==> src/verilog/mgmc_pkg.sv <==
/*
 * mgmc_pkg: shared constants for the meter gain, mode and checksum register block.
 * Assumes a 6-bit serial register address space and registers at most 16 bits on the wire.
 */
package mgmc_pkg;

   // ==========================================================
   // register addresses (word addresses on the serial port)
   localparam logic [5:0] MGMC_ADDR_OPERATING_MODE = 6'h0A;
   localparam logic [5:0] MGMC_ADDR_PHASE_A_GAIN = 6'h38;
   localparam logic [5:0] MGMC_ADDR_PHASE_B_GAIN = 6'h39;
   localparam logic [5:0] MGMC_ADDR_PHASE_C_GAIN = 6'h3A;
   localparam logic [5:0] MGMC_ADDR_RSVD_FIRST = 6'h3B;
   localparam logic [5:0] MGMC_ADDR_RSVD_LAST = 6'h3D;
   localparam logic [5:0] MGMC_ADDR_ONES_COUNT = 6'h3E;
   localparam logic [5:0] MGMC_ADDR_DIE_REVISION = 6'h3F;

   // ==========================================================
   // widths and reset values
   localparam int MGMC_GAIN_W = 12;
   localparam int MGMC_BYTE_W = 8;
   localparam logic [11:0] MGMC_GAIN_RESET = 12'h000;
   localparam logic [7:0] MGMC_MODE_RESET = 8'h04;
   localparam logic [7:0] MGMC_ONES_RESET = 8'h00;

   // ==========================================================
   // operating_mode field positions
   localparam int MGMC_MODE_HPF_BIT = 0;
   localparam int MGMC_MODE_LPF_BIT = 1;
   localparam int MGMC_MODE_FPO_BIT = 2;
   localparam int MGMC_MODE_SHDN_LSB = 3;
   localparam int MGMC_MODE_SHDN_MSB = 5;
   localparam int MGMC_MODE_SOFT_RESET_BIT_BIT = 6;
   localparam int MGMC_MODE_RSVD_BIT = 7;

   // ==========================================================
   // serial frame layout
   localparam int MGMC_CMD_WRITE_BIT = 7;
   localparam logic [4:0] MGMC_CMD_LEN = 5'h08;
   localparam logic [4:0] MGMC_LEN_BYTE = 5'h08;
   localparam logic [4:0] MGMC_LEN_WORD = 5'h10;

   typedef enum logic [2:0] {
      MGMC_ST_IDLE = 3'b000,
      MGMC_ST_CMD = 3'b001,
      MGMC_ST_WDATA = 3'b010,
      MGMC_ST_RDATA = 3'b011,
      MGMC_ST_DONE = 3'b100
   } mgmc_state_type;

endpackage

==> src/verilog/mgmc_regs.sv <==
/*
 * mgmc_regs: serial-port register bank for apparent-power gains, the operating mode,
 * the read-back ones count and the die revision.
 * Assumes a host on a four-wire serial port: chip select active low, clock idling high,
 * data in sampled on the falling clock edge, data out changed on the rising edge, MSB first.
 * The serial clock must stay below one eighth of clk_in since all pins are oversampled.
 */
// Contract
// RULE1: phase A apparent gain is a writable 12-bit register resetting to zero.
// RULE2: phase B and phase C gains are writable 12-bit registers at 39h and 3Ah, reset zero.
// RULE3: a read-only 8-bit register holds the number of ones in the last value read out.
// RULE4: a read-only 8-bit die revision register sits at 3Fh and cannot be changed.
// RULE5: the operating mode register sits at 0Ah and host writes set the configuration.
// RULE6: mode bit 0 bypasses the current high-pass filters, bit 1 the low-pass, both reset 0.
// RULE7: mode bit 2 holds the frequency pulse output inactive and resets to one.
// RULE8: mode bits 3 to 5 form a shutdown field resetting to zero, zero meaning normal.
// RULE9: the field top bit alone keeps conversion but swaps current and voltage inputs.
// RULE10: other codes turn off current or voltage converters, sleep or power down.
// RULE11: after a software reset the host waits at least 18 us before the next transfer.
// RULE12: writes to read-only and reserved addresses 3Bh to 3Dh change nothing.
`timescale 1ns/100ps
module mgmc_regs
   import mgmc_pkg::*;
#(
   // arbitrary neutral value
   parameter logic [7:0] DIE_REVISION = 8'h5A
)(
   // clock and reset
   input wire logic clk_in,
   input wire logic rstn_in,
   // serial port pins
   input wire logic spi_csn_in,
   input wire logic spi_sclk_in,
   input wire logic spi_din_in,
   output logic spi_dout_out,
   output logic spi_dout_oe_out,
   // frequency pulse path, same clock domain
   input wire logic freq_pulse_raw_in,
   output logic freq_pulse_output_out,
   // gains
   output logic [11:0] phase_a_apparent_gain_out,
   output logic [11:0] phase_b_apparent_gain_out,
   output logic [11:0] phase_c_apparent_gain_out,
   // mode controls
   output logic highpass_bypass_out,
   output logic lowpass_bypass_out,
   output logic freq_pulse_off_out,
   output logic current_adc_off_out,
   output logic voltage_adc_off_out,
   output logic channel_swap_out,
   output logic sleep_out,
   output logic power_down_out,
   output logic soft_reset_out
);

   // ==========================================================
   // helpers
   function automatic logic [7:0] ones_of(input logic [15:0] value);
      logic [7:0] total;
      total = 8'h00;
      for (int i = 0; i < 16; i++) begin
         total = total + {7'h00, value[i]};
      end
      return total;
   endfunction

   function automatic logic [4:0] length_of(input logic [5:0] addr);
      logic [4:0] len;
      len = MGMC_LEN_BYTE;
      if (addr == MGMC_ADDR_PHASE_A_GAIN || addr == MGMC_ADDR_PHASE_B_GAIN ||
          addr == MGMC_ADDR_PHASE_C_GAIN) begin
         len = MGMC_LEN_WORD;
      end
      return len;
   endfunction

   // ==========================================================
   // pin synchronisers
   logic csn_meta_reg, csn_sync_reg;
   logic sclk_meta_reg, sclk_sync_reg, sclk_prev_reg;
   logic din_meta_reg, din_sync_reg;

   always_ff @(posedge clk_in or negedge rstn_in) begin
      if (!rstn_in) begin
         csn_meta_reg <= 1'b1;
         csn_sync_reg <= 1'b1;
         sclk_meta_reg <= 1'b1;
         sclk_sync_reg <= 1'b1;
         sclk_prev_reg <= 1'b1;
         din_meta_reg <= 1'b0;
         din_sync_reg <= 1'b0;
      end else begin
         csn_meta_reg <= spi_csn_in;
         csn_sync_reg <= csn_meta_reg;
         sclk_meta_reg <= spi_sclk_in;
         sclk_sync_reg <= sclk_meta_reg;
         sclk_prev_reg <= sclk_sync_reg;
         din_meta_reg <= spi_din_in;
         din_sync_reg <= din_meta_reg;
      end
   end

   wire sclk_fall = sclk_prev_reg & ~sclk_sync_reg;
   wire sclk_rise = ~sclk_prev_reg & sclk_sync_reg;
   wire selected = ~csn_sync_reg;

   // ==========================================================
   // register storage
   logic [11:0] gain_a_reg, gain_b_reg, gain_c_reg;
   logic [7:0] mode_reg;
   logic [7:0] ones_reg, ones_next;

   // ==========================================================
   // frame state
   mgmc_state_type state_reg, state_next;
   logic [4:0] count_reg, count_next;
   logic [15:0] shift_reg, shift_next;
   logic [5:0] addr_reg, addr_next;
   logic [4:0] len_reg, len_next;
   logic [7:0] pend_ones_reg, pend_ones_next;
   logic dout_reg, dout_next;

   wire [7:0] cmd_byte = {shift_reg[6:0], din_sync_reg};
   wire [5:0] cmd_addr = cmd_byte[5:0];
   wire cmd_is_write = cmd_byte[MGMC_CMD_WRITE_BIT];
   wire [4:0] cmd_len = length_of(cmd_addr);
   wire [15:0] wr_word = {shift_reg[14:0], din_sync_reg};
   wire last_bit = (count_reg == len_reg - 5'h01);

   // read value, left aligned in 16 bits so the MSB always leaves from bit 15
   wire [15:0] rd_value =
      (cmd_addr == MGMC_ADDR_PHASE_A_GAIN) ? {4'h0, gain_a_reg} :
      (cmd_addr == MGMC_ADDR_PHASE_B_GAIN) ? {4'h0, gain_b_reg} :
      (cmd_addr == MGMC_ADDR_PHASE_C_GAIN) ? {4'h0, gain_c_reg} :
      (cmd_addr == MGMC_ADDR_OPERATING_MODE) ? {mode_reg, 8'h00} :
      (cmd_addr == MGMC_ADDR_ONES_COUNT) ? {ones_reg, 8'h00} :
      (cmd_addr == MGMC_ADDR_DIE_REVISION) ? {DIE_REVISION, 8'h00} : // RULE4
      16'h0000;

   // write strobe: only the four writable addresses have storage behind them
   wire write_done = (state_reg == MGMC_ST_WDATA) && sclk_fall && last_bit && selected; // RULE12
   wire wr_mode = write_done && (addr_reg == MGMC_ADDR_OPERATING_MODE); // RULE5
   wire wr_gain_a = write_done && (addr_reg == MGMC_ADDR_PHASE_A_GAIN); // RULE1
   wire wr_gain_b = write_done && (addr_reg == MGMC_ADDR_PHASE_B_GAIN); // RULE2
   wire wr_gain_c = write_done && (addr_reg == MGMC_ADDR_PHASE_C_GAIN); // RULE2
   // writes to 3Bh-3Dh, 3Eh, 3Fh and any other address fall through here
   wire soft_reset = wr_mode && wr_word[MGMC_MODE_SOFT_RESET_BIT_BIT]; // RULE5
   wire read_done = (state_reg == MGMC_ST_RDATA) && sclk_fall && last_bit && selected;

   // ==========================================================
   // frame sequencer
   always_comb begin
      state_next = state_reg;
      count_next = count_reg;
      shift_next = shift_reg;
      addr_next = addr_reg;
      len_next = len_reg;
      pend_ones_next = pend_ones_reg;
      dout_next = dout_reg;
      ones_next = ones_reg;
      if (!selected) begin
         state_next = MGMC_ST_IDLE;
      end else begin
         unique case (state_reg)
            MGMC_ST_IDLE: begin
               state_next = MGMC_ST_CMD;
               count_next = 5'h00;
               shift_next = 16'h0000;
               len_next = MGMC_CMD_LEN;
            end
            MGMC_ST_CMD: begin
               if (sclk_fall) begin
                  shift_next = wr_word;
                  count_next = count_reg + 5'h01;
                  if (last_bit) begin
                     addr_next = cmd_addr;
                     len_next = cmd_len;
                     count_next = 5'h00;
                     if (cmd_is_write) begin
                        state_next = MGMC_ST_WDATA;
                     end else begin
                        shift_next = (cmd_len == MGMC_LEN_WORD) ? rd_value : rd_value;
                        pend_ones_next = ones_of(rd_value); // RULE3
                        state_next = MGMC_ST_RDATA;
                     end
                  end
               end
            end
            MGMC_ST_WDATA: begin
               if (sclk_fall) begin
                  shift_next = wr_word;
                  count_next = count_reg + 5'h01;
                  if (last_bit) begin
                     state_next = MGMC_ST_DONE;
                  end
               end
            end
            MGMC_ST_RDATA: begin
               if (sclk_rise) begin
                  dout_next = shift_reg[15];
                  shift_next = {shift_reg[14:0], 1'b0};
               end
               if (sclk_fall) begin
                  count_next = count_reg + 5'h01;
                  if (last_bit) begin
                     ones_next = pend_ones_reg; // RULE3
                     state_next = MGMC_ST_DONE;
                  end
               end
            end
            MGMC_ST_DONE: begin
               state_next = MGMC_ST_DONE;
            end
            default: begin
               state_next = MGMC_ST_IDLE;
            end
         endcase
      end
   end

   always_ff @(posedge clk_in or negedge rstn_in) begin
      if (!rstn_in) begin
         state_reg <= MGMC_ST_IDLE;
         count_reg <= 5'h00;
         shift_reg <= 16'h0000;
         addr_reg <= 6'h00;
         len_reg <= MGMC_CMD_LEN;
         pend_ones_reg <= MGMC_ONES_RESET;
         dout_reg <= 1'b0;
         ones_reg <= MGMC_ONES_RESET;
      end else begin
         state_reg <= state_next;
         count_reg <= count_next;
         shift_reg <= shift_next;
         addr_reg <= addr_next;
         len_reg <= len_next;
         pend_ones_reg <= pend_ones_next;
         dout_reg <= dout_next;
         ones_reg <= ones_next;
      end
   end

   // ==========================================================
   // writable registers; software reset restores every default
   // and the host must then leave the port idle for 18 us
   always_ff @(posedge clk_in or negedge rstn_in) begin
      if (!rstn_in) begin
         gain_a_reg <= MGMC_GAIN_RESET; // RULE1
         gain_b_reg <= MGMC_GAIN_RESET; // RULE2
         gain_c_reg <= MGMC_GAIN_RESET; // RULE2
         mode_reg <= MGMC_MODE_RESET; // RULE6 RULE7 RULE8
      end else if (soft_reset) begin
         gain_a_reg <= MGMC_GAIN_RESET;
         gain_b_reg <= MGMC_GAIN_RESET;
         gain_c_reg <= MGMC_GAIN_RESET;
         mode_reg <= MGMC_MODE_RESET; // RULE11
      end else begin
         if (wr_gain_a) begin
            gain_a_reg <= wr_word[11:0]; // RULE1
         end
         if (wr_gain_b) begin
            gain_b_reg <= wr_word[11:0]; // RULE2
         end
         if (wr_gain_c) begin
            gain_c_reg <= wr_word[11:0]; // RULE2
         end
         if (wr_mode) begin
            mode_reg <= wr_word[7:0]; // RULE5
         end
      end
   end

   // ==========================================================
   // mode decode and registered outputs
   logic dec_cur_off, dec_volt_off, dec_swap, dec_sleep, dec_pd;

   mgmc_mode_decode u_decode (
      .shutdown_field_in (mode_reg[MGMC_MODE_SHDN_MSB:MGMC_MODE_SHDN_LSB]), // RULE8
      .current_adc_off_out (dec_cur_off),
      .voltage_adc_off_out (dec_volt_off),
      .channel_swap_out (dec_swap),
      .sleep_out (dec_sleep),
      .power_down_out (dec_pd)
   );

   wire dout_oe_next = selected && (state_reg == MGMC_ST_RDATA);
   wire pulse_next = freq_pulse_raw_in & ~mode_reg[MGMC_MODE_FPO_BIT];

   always_ff @(posedge clk_in or negedge rstn_in) begin
      if (!rstn_in) begin
         spi_dout_out <= 1'b0;
         spi_dout_oe_out <= 1'b0;
         freq_pulse_output_out <= 1'b0;
         phase_a_apparent_gain_out <= MGMC_GAIN_RESET;
         phase_b_apparent_gain_out <= MGMC_GAIN_RESET;
         phase_c_apparent_gain_out <= MGMC_GAIN_RESET;
         highpass_bypass_out <= 1'b0;
         lowpass_bypass_out <= 1'b0;
         freq_pulse_off_out <= 1'b1;
         current_adc_off_out <= 1'b0;
         voltage_adc_off_out <= 1'b0;
         channel_swap_out <= 1'b0;
         sleep_out <= 1'b0;
         power_down_out <= 1'b0;
         soft_reset_out <= 1'b0;
      end else begin
         spi_dout_out <= dout_reg;
         spi_dout_oe_out <= dout_oe_next;
         freq_pulse_output_out <= pulse_next; // RULE7
         phase_a_apparent_gain_out <= gain_a_reg;
         phase_b_apparent_gain_out <= gain_b_reg;
         phase_c_apparent_gain_out <= gain_c_reg;
         highpass_bypass_out <= mode_reg[MGMC_MODE_HPF_BIT]; // RULE6
         lowpass_bypass_out <= mode_reg[MGMC_MODE_LPF_BIT]; // RULE6
         freq_pulse_off_out <= mode_reg[MGMC_MODE_FPO_BIT]; // RULE7
         current_adc_off_out <= dec_cur_off; // RULE10
         voltage_adc_off_out <= dec_volt_off; // RULE10
         channel_swap_out <= dec_swap; // RULE9
         sleep_out <= dec_sleep; // RULE10
         power_down_out <= dec_pd; // RULE10
         soft_reset_out <= soft_reset;
      end
   end

endmodule

==> src/verilog/mgmc_mode_decode.sv <==
/*
 * mgmc_mode_decode: turns the three-bit converter shutdown field into converter controls.
 * Purely combinational; the instantiating module registers every result.
 */
`timescale 1ns/100ps
module mgmc_mode_decode
   import mgmc_pkg::*;
(
   // shutdown field
   input wire logic [2:0] shutdown_field_in,
   // converter controls
   output logic current_adc_off_out,
   output logic voltage_adc_off_out,
   output logic channel_swap_out,
   output logic sleep_out,
   output logic power_down_out
);

   // ==========================================================
   // field decode
   wire low_bit = shutdown_field_in[0];
   wire mid_bit = shutdown_field_in[1];
   wire top_bit = shutdown_field_in[2];
   wire both_low = low_bit & mid_bit;

   assign current_adc_off_out = low_bit & ~mid_bit; // RULE10
   assign voltage_adc_off_out = mid_bit & ~low_bit; // RULE10
   // swap applies with normal conversion or one converter bank off, not in power-down
   assign channel_swap_out = top_bit & ~both_low; // RULE9
   assign sleep_out = both_low & ~top_bit; // RULE10
   assign power_down_out = both_low & top_bit; // RULE10

endmodule

==> config.mk <==
export PLATFORM = sky130hd
export DESIGN_NAME = mgmc_regs
export DESIGN_NICKNAME = d
export VERILOG_FILES = /design/src/verilog/mgmc_pkg.sv /design/src/verilog/mgmc_regs.sv /design/src/verilog/mgmc_mode_decode.sv
export SDC_FILE = /design/constraint.sdc
export NUM_CORES = 1
export LEC_CHECK = 0
export BUFFER_PORTS_ARGS = -buffer_cell sky130_fd_sc_hd__buf_4
export CORE_UTILIZATION = 42
export DETAILED_ROUTE_END_ITERATION = 10
export PLACE_DENSITY = 0.63
export SLEW_MARGIN = 10
export SYNTH_ARGS = -nofsm -noshare
export SYNTH_HDL_FRONTEND = slang
export SYNTH_HIERARCHICAL = 1
export SYNTH_SLANG_ARGS = --single-unit
==> constraint.sdc <==
create_clock -name clk_in -period 5 [get_ports clk_in]
set_input_delay 0.5 -clock clk_in [delete_from_list [all_inputs] [get_ports clk_in]]
set_output_delay 0.5 -clock clk_in [all_outputs]
set_load 0.03 [all_outputs]
==> After elaboration in Yosys (flattened, before gate mapping) <==
Cells that the tools add are included.
{ "totals": {"ff_bits": 151, "input_bits": 6, "elab_cells": 156} }
{ "classes": {"n_addsub": 17, "eq_ne": 24, "n_mux": 35, "bitwise": 18, "n_reduce_logical": 28} }
{ "ops": {"columns": ["cell", "count"], "rows": [
  ["$mux W16", 10],
  ["$mux W12", 6],
  ["$add A8 B1 Y8", 8],
  ["$pmux W16 S4", 1],
  ["$eq A6 B6 Y1 const B", 8],
  ["$mux W5", 6],
  ["$reduce_and A4 Y1", 5],
  ["$mux W8", 2],
  ["$mux W15", 1],
  ["$mux W3", 5],
  ["$pmux W5 S3", 1],
  ["$eq A6 B4 Y1 const B", 2],
  ["$pmux W3 S4", 1],
  ["$pmux W5 S2", 1],
  ["$reduce_and A5 Y1", 2],
  ["$reduce_bool A2 Y1", 5],
  ["$and A1 B1 Y1", 9],
  ["$logic_and A1 B1 Y1", 9],
  ["$not A1 Y1", 9],
  ["$add A7 B1 Y8", 1],
  ["$ne A2 B2 Y1 const B", 4],
  ["$add A6 B1 Y7", 1],
  ["$add A5 B1 Y6", 1],
  ["$eq A3 B2 Y1 const B", 2],
  ["other kinds (19)", 22]
]} }

==> Logic depth before layout (Yosys ltp) <==
{ "depth": {"depth_word": 22, "ltp_mapped": 18, "ltp_nobuf": 16} }

==> Modules after synthesis <==
Netlist, hierarchy kept.
{ "by_module_without_submodules": {"columns": ["mod", "n_inst", "cells_per_inst", "area_each_um2"], "rows": [
  ["mgmc_regs", 1, 528, 6264.8],
  ["mgmc_mode_decode", 1, 5, 40.0]
]} }

==> Worst setup path before layout <==
No wires, ideal clock.
{ "synth_timing": {"kind": "reg2reg", "start": "register shift_reg[3]", "end": "register pend_ones_reg[2]", "setup_time_ns": 0.125, "arrival_time_ns": 4.447, "required_ns": 4.875, "path_slack_ns": 0.428, "path_stages_with_launch": 16, "n_path_buf": 0, "period_less_slack_ns": 4.572, "cell_sequence": "dfrtp_1 or4b_2 nor3_4 nand2_1 fa_1 inv_1 fa_1 inv_1 fa_1 fa_1 inv_1 ha_1 inv_1 fa_1 xnor2_1 mux2_4"} }
{ "synth_via": {"elab_chain_cells": 21} }
{ "synth_rtl": {"columns": ["element", "line_no", "text"], "rows": [
  ["start: declaration", "mgmc_regs.sv:117", "logic [15:0] shift_reg, shift_next;"],
  ["start signal: assignment", "mgmc_regs.sv:234", "shift_reg <= shift_next;"],
  ["$eq A6 B6 Y1", "mgmc_regs.sv:136", "(cmd_addr == MGMC_ADDR_ONES_COUNT) ? {ones_reg, 8'h00} :"],
  ["$mux W16", "mgmc_regs.sv:136", null],
  ["$mux W16", "mgmc_regs.sv:135", "(cmd_addr == MGMC_ADDR_OPERATING_MODE) ? {mode_reg, 8'h00} :"],
  ["$mux W16", "mgmc_regs.sv:134", "(cmd_addr == MGMC_ADDR_PHASE_C_GAIN) ? {4'h0, gain_c_reg} :"],
  ["$mux W16", "mgmc_regs.sv:133", "(cmd_addr == MGMC_ADDR_PHASE_B_GAIN) ? {4'h0, gain_b_reg} :"],
  ["$mux W16 *", "mgmc_regs.sv:132", "(cmd_addr == MGMC_ADDR_PHASE_A_GAIN) ? {4'h0, gain_a_reg} :"],
  ["$add A1 B1 Y2", "mgmc_regs.sv:62", "total = total + {7'h00, value[i]};"],
  ["$add A2 B1 Y3", "mgmc_regs.sv:62", null],
  ["$add A3 B1 Y4", "mgmc_regs.sv:62", null],
  ["$add A4 B1 Y5", "mgmc_regs.sv:62", null],
  ["$add A5 B1 Y6", "mgmc_regs.sv:62", null],
  ["$add A6 B1 Y7", "mgmc_regs.sv:62", null],
  ["$add A7 B1 Y8", "mgmc_regs.sv:62", null],
  ["$add A8 B1 Y8 (7 in a row)", "mgmc_regs.sv:62", null],
  ["$add A8 B1 Y8 *", "mgmc_regs.sv:62", null],
  ["end signal: assignment", "mgmc_regs.sv:237", "pend_ones_reg <= pend_ones_next;"],
  ["end: declaration", "mgmc_regs.sv:120", "logic [7:0] pend_ones_reg, pend_ones_next;"]
]} }
Every way passes the cells marked *; elsewhere a longest branch is shown, timed or not.
A chain may end at the register's enable or synchronous reset.

==> Final worst setup path <==
Same ends and word-level chain as after synthesis.

==> flow_summary.toml <==
[finish]
largest_reg_flops = 16
final_cell_mix = "dfrtp_1, buf_4, nor2_1, mux2i_1, o21ai_0"
fin_cells = 788
layout_commonest_cell = "dfrtp_1"
drive_above_1_share_pct = 24.01
antenna_cells = 0
syn_to_final_growth_pct = 19.49
fillers = 1274
final_nets = 613

[logic_synthesis]
synth_top_area_share_pct = 53.19
synth-seq-cells = 142
avgSynthCellArea_sq_um = 11.83
synthSimpleGateAreaFrac_pct = 15.08
synth_top_cell_by_area = "dfrtp_1"
synth_top_family_by_area = "simple AND/OR/NAND/NOR gates"
synth.distinct_cells = 61
ys_seq_area_share_pct = 56.52
synth_compound_area_share_pct = 8.494
synthCells = 533
synth_mux_area_share_pct = 11.21
synth_warnings = 6
synth_xor_area_share_pct = 0.6946
synth_ff_type = "dfrtp_1"
synth_area_sq_mm = 0.006305
syn_nets = 555
synth_edf_count = 0
async_flop_share_pct = 100.0
yosys-top-cells-area = "dfrtp_1, mux2i_1, nor2_1"
synthAdderAreaFrac_pct = 4.366

[global_routing]
grtUsageTotal_pct = 18.39
grt_max_degree = 87
met1_usage_pct = 26.08
globalRouteOverflowTotal = 0
grt_pass1_wl_um = 21910
met3_usage_pct = 4.596
antenna_found_initial = 0
top_usage_layer = "met2"
met2_usage_pct = 26.49
grt_pass1_vias = 4068

[sta]
min_period_over_period_pct = 96.77
finalSetupViolCount = 0
clock.fmax_ghz = 0.2067
skew_ns = 0.009375
finalHoldViolCount = 0
setup_ws_ns = 0.1615
tns_ns = 0
finalMaxSlewViolations = 0
fin_crit_ns = 4.839
tightestPinTransition_ns = 1.248
relSlewSlack_pct = 16.81

[power]
power_uw = 2571
peakVddDrop_uv = 228.0
p_sw_uw = 567.4
power_density_mw_per_mm2 = 341.2
swShare_pct = 22.07
p_int_uw = 2003
seqPwrFrac_pct = 46.2
cellLeakagePower_uw = 0.003581
combPwrFrac_pct = 4.1
clkPwrFrac_pct = 49.7

[flow_run]
drv_cap = 0

[floorplan]
fp-row-count = 44
fp.dieArea_sq_mm = 0.01551
pin_count = 54
start_util_pct = 43.22
die_y_um = 124.5
die_w_um = 124.5
core_region_area_sq_mm = 0.01459

[worst_setup_path]
arrival_ns = 5.14
max_stage_delay_ns = 0.72
cpMaxStageDelayCell = "or4b_2"
reg2reg_from = "shift_reg[3]"
worstSetupPathType = "flip-flop to flip-flop"
startpoint_type = "flip-flop"
path_cells = "or4b_2 -> nor3_4 -> nand2_2 -> fa_1 -> inv_1 -> fa_1 -> inv_1 -> fa_1 -> fa_1 -> inv_1 -> ha_1 -> inv_1 -> fa_1 -> xnor2_1 -> mux2_4"
cpMostUsedCell = "fa_1"
cp.required_ns = 5.31
cp-end-kind = "flip-flop"
cp-startpoint = "shift_reg[3]"
crit_fanout = 7

[clock_tree]
cts-buffers-inserted = 17
clk-insertion-delay-late_ns = 0.42
clockRootBuffer = "clkbuf_16"
cts_tree = "yes"
htree_num_levels = 4
path_clk_slew_ns = 0.06
clockBufferDepth = 2
cts.sinks = 142

[routing]
wl_um = 13230
wire_per_inst_um = 16.79
drtPass1Iterations = 4
drtIter0Drc = 315
ant_nets = 0
drc_errors = 0
via_count = 4132
detail_route.vias_per_cell = 5.244

[placement]
place_inst = 755
portBuffers = 53
hpwl_um = 9001
gp_congestion = 0.8641
preCtsSetupSlack_ns = 0.2331

[status]
status = "completed"

[worst_hold_path]
hold_path_class = "primary input to asynchronous set/reset pin"
[path summary, 6_finish.rpt]
path | end | cells after the start | slack (ns)
max in group asynchronous | shift_reg[0] | 2 | 3.59
min reg2reg | sclk_sync_reg | 0 | 0.35
max | pend_ones_reg[2] | 15 | 0.16
max reg2reg | pend_ones_reg[2] | 15 | 0.16
min in group clk_in | csn_meta_reg | 1 | 0.19
min | phase_c_apparent_gain_out[2] | 1 | 0.11
[power by group through the flow]
| stage | sequential, uW | combinational, uW | clock [uW] |
|---|---|---|---|
| after floorplan | 1200 | 59.2 | 0 |
| after global routing | 1190 | 117 | 1360 |
| final | 1190 | 104 | 1280 |
| after global placement | 1210 | 104 | 0 |
| after detailed placement | 1210 | 105 | 0 |
| after CTS | 1190 | 106 | 1310 |
[stage by stage]
step / area, sq um / hold WS (ns) / utilization (%)
after floorplan: 6305 / 0.2044 / -
after global placement: 6909 / 0.3378 / 47.36
after detailed placement: 6909 / 0.3472 / 47.36
after CTS: 7516 / 0.1491 / 51.52
after global routing: 7533 / 0.1677 / 51.64
final: 7533 / 0.1135 / 51.64
[final cells by class]
cell class / count / area [sq um] / area share (%)
Inverter: 17 / 63.81 / 0.8470
Timing Repair Buffer: 71 / 536.8 / 7.125
Clock inverter: 12 / 160.2 / 2.126
Sequential cell: 142 / 3565 / 47.32
Multi-Input combinational cell: 342 / 2531 / 33.60
Clock buffer: 20 / 446.7 / 5.929
Tap cell: 184 / 230.2 / 3.056
[cells in the mapped netlist (all sizes together) (2+ instances only)]
library cell / number
a2bb2oi: 6
nor2: 58
a211oi: 2
and2: 7
nor2b: 8
nor4: 4
buf: 17
ha: 6
dfstp: 8
inv: 17
clkbuf: 15
a21oi: 17
or2: 5
nor3: 6
nand2: 31
a21o: 7
o31a: 2
xor2: 2
dfrtp: 134
nor3b: 8
xnor2: 3
or3: 5
nand3: 4
mux2i: 50
fa: 10
nand4: 3
nand3b: 4
and3: 3
o21ai: 34
nand2b: 7
mux2: 17
nand4b: 7
a22oi: 7
a22o: 2
[what timing repair did]
action	CTS	global route
setup buffers	0	1
resized for setup	0	3
hold buffers	0	0
endpoints found under the setup margin	0	1
[metal layers]
metal / routed length [um] / share of wire, % / up-vias
li1: - / - / 1959
met1: 6351 / 48 / 2061
met2: 6103 / 46 / 96
met3: 507 / 3.8 / 16
met4: 268 / 2.0 / 0
met5: 0 / 0 / -
[worst max-delay path, delay by kind of cell (launching register included)]
family / cells / cell delay (ns)
multiplexers: 1 / 0.25
XOR/XNOR: 1 / 0.14
buffers and inverters: 4 / 0.23
AND/OR/NAND/NOR: 3 / 1.21
flip-flops: 1 / 0.37
adder cells (fa/ha/maj): 6 / 2.52
[logic make-up after synthesis]
logic type | count (synthesis)
DFF | 142
buffers and inverters | 49
and+or+nand+nor | 168
muxes | 67
xor gates and xnor gates | 5
adders and majority gates | 16
AOI/OAI and AO/OA | 86
Power figures use the tool's default switching activity.
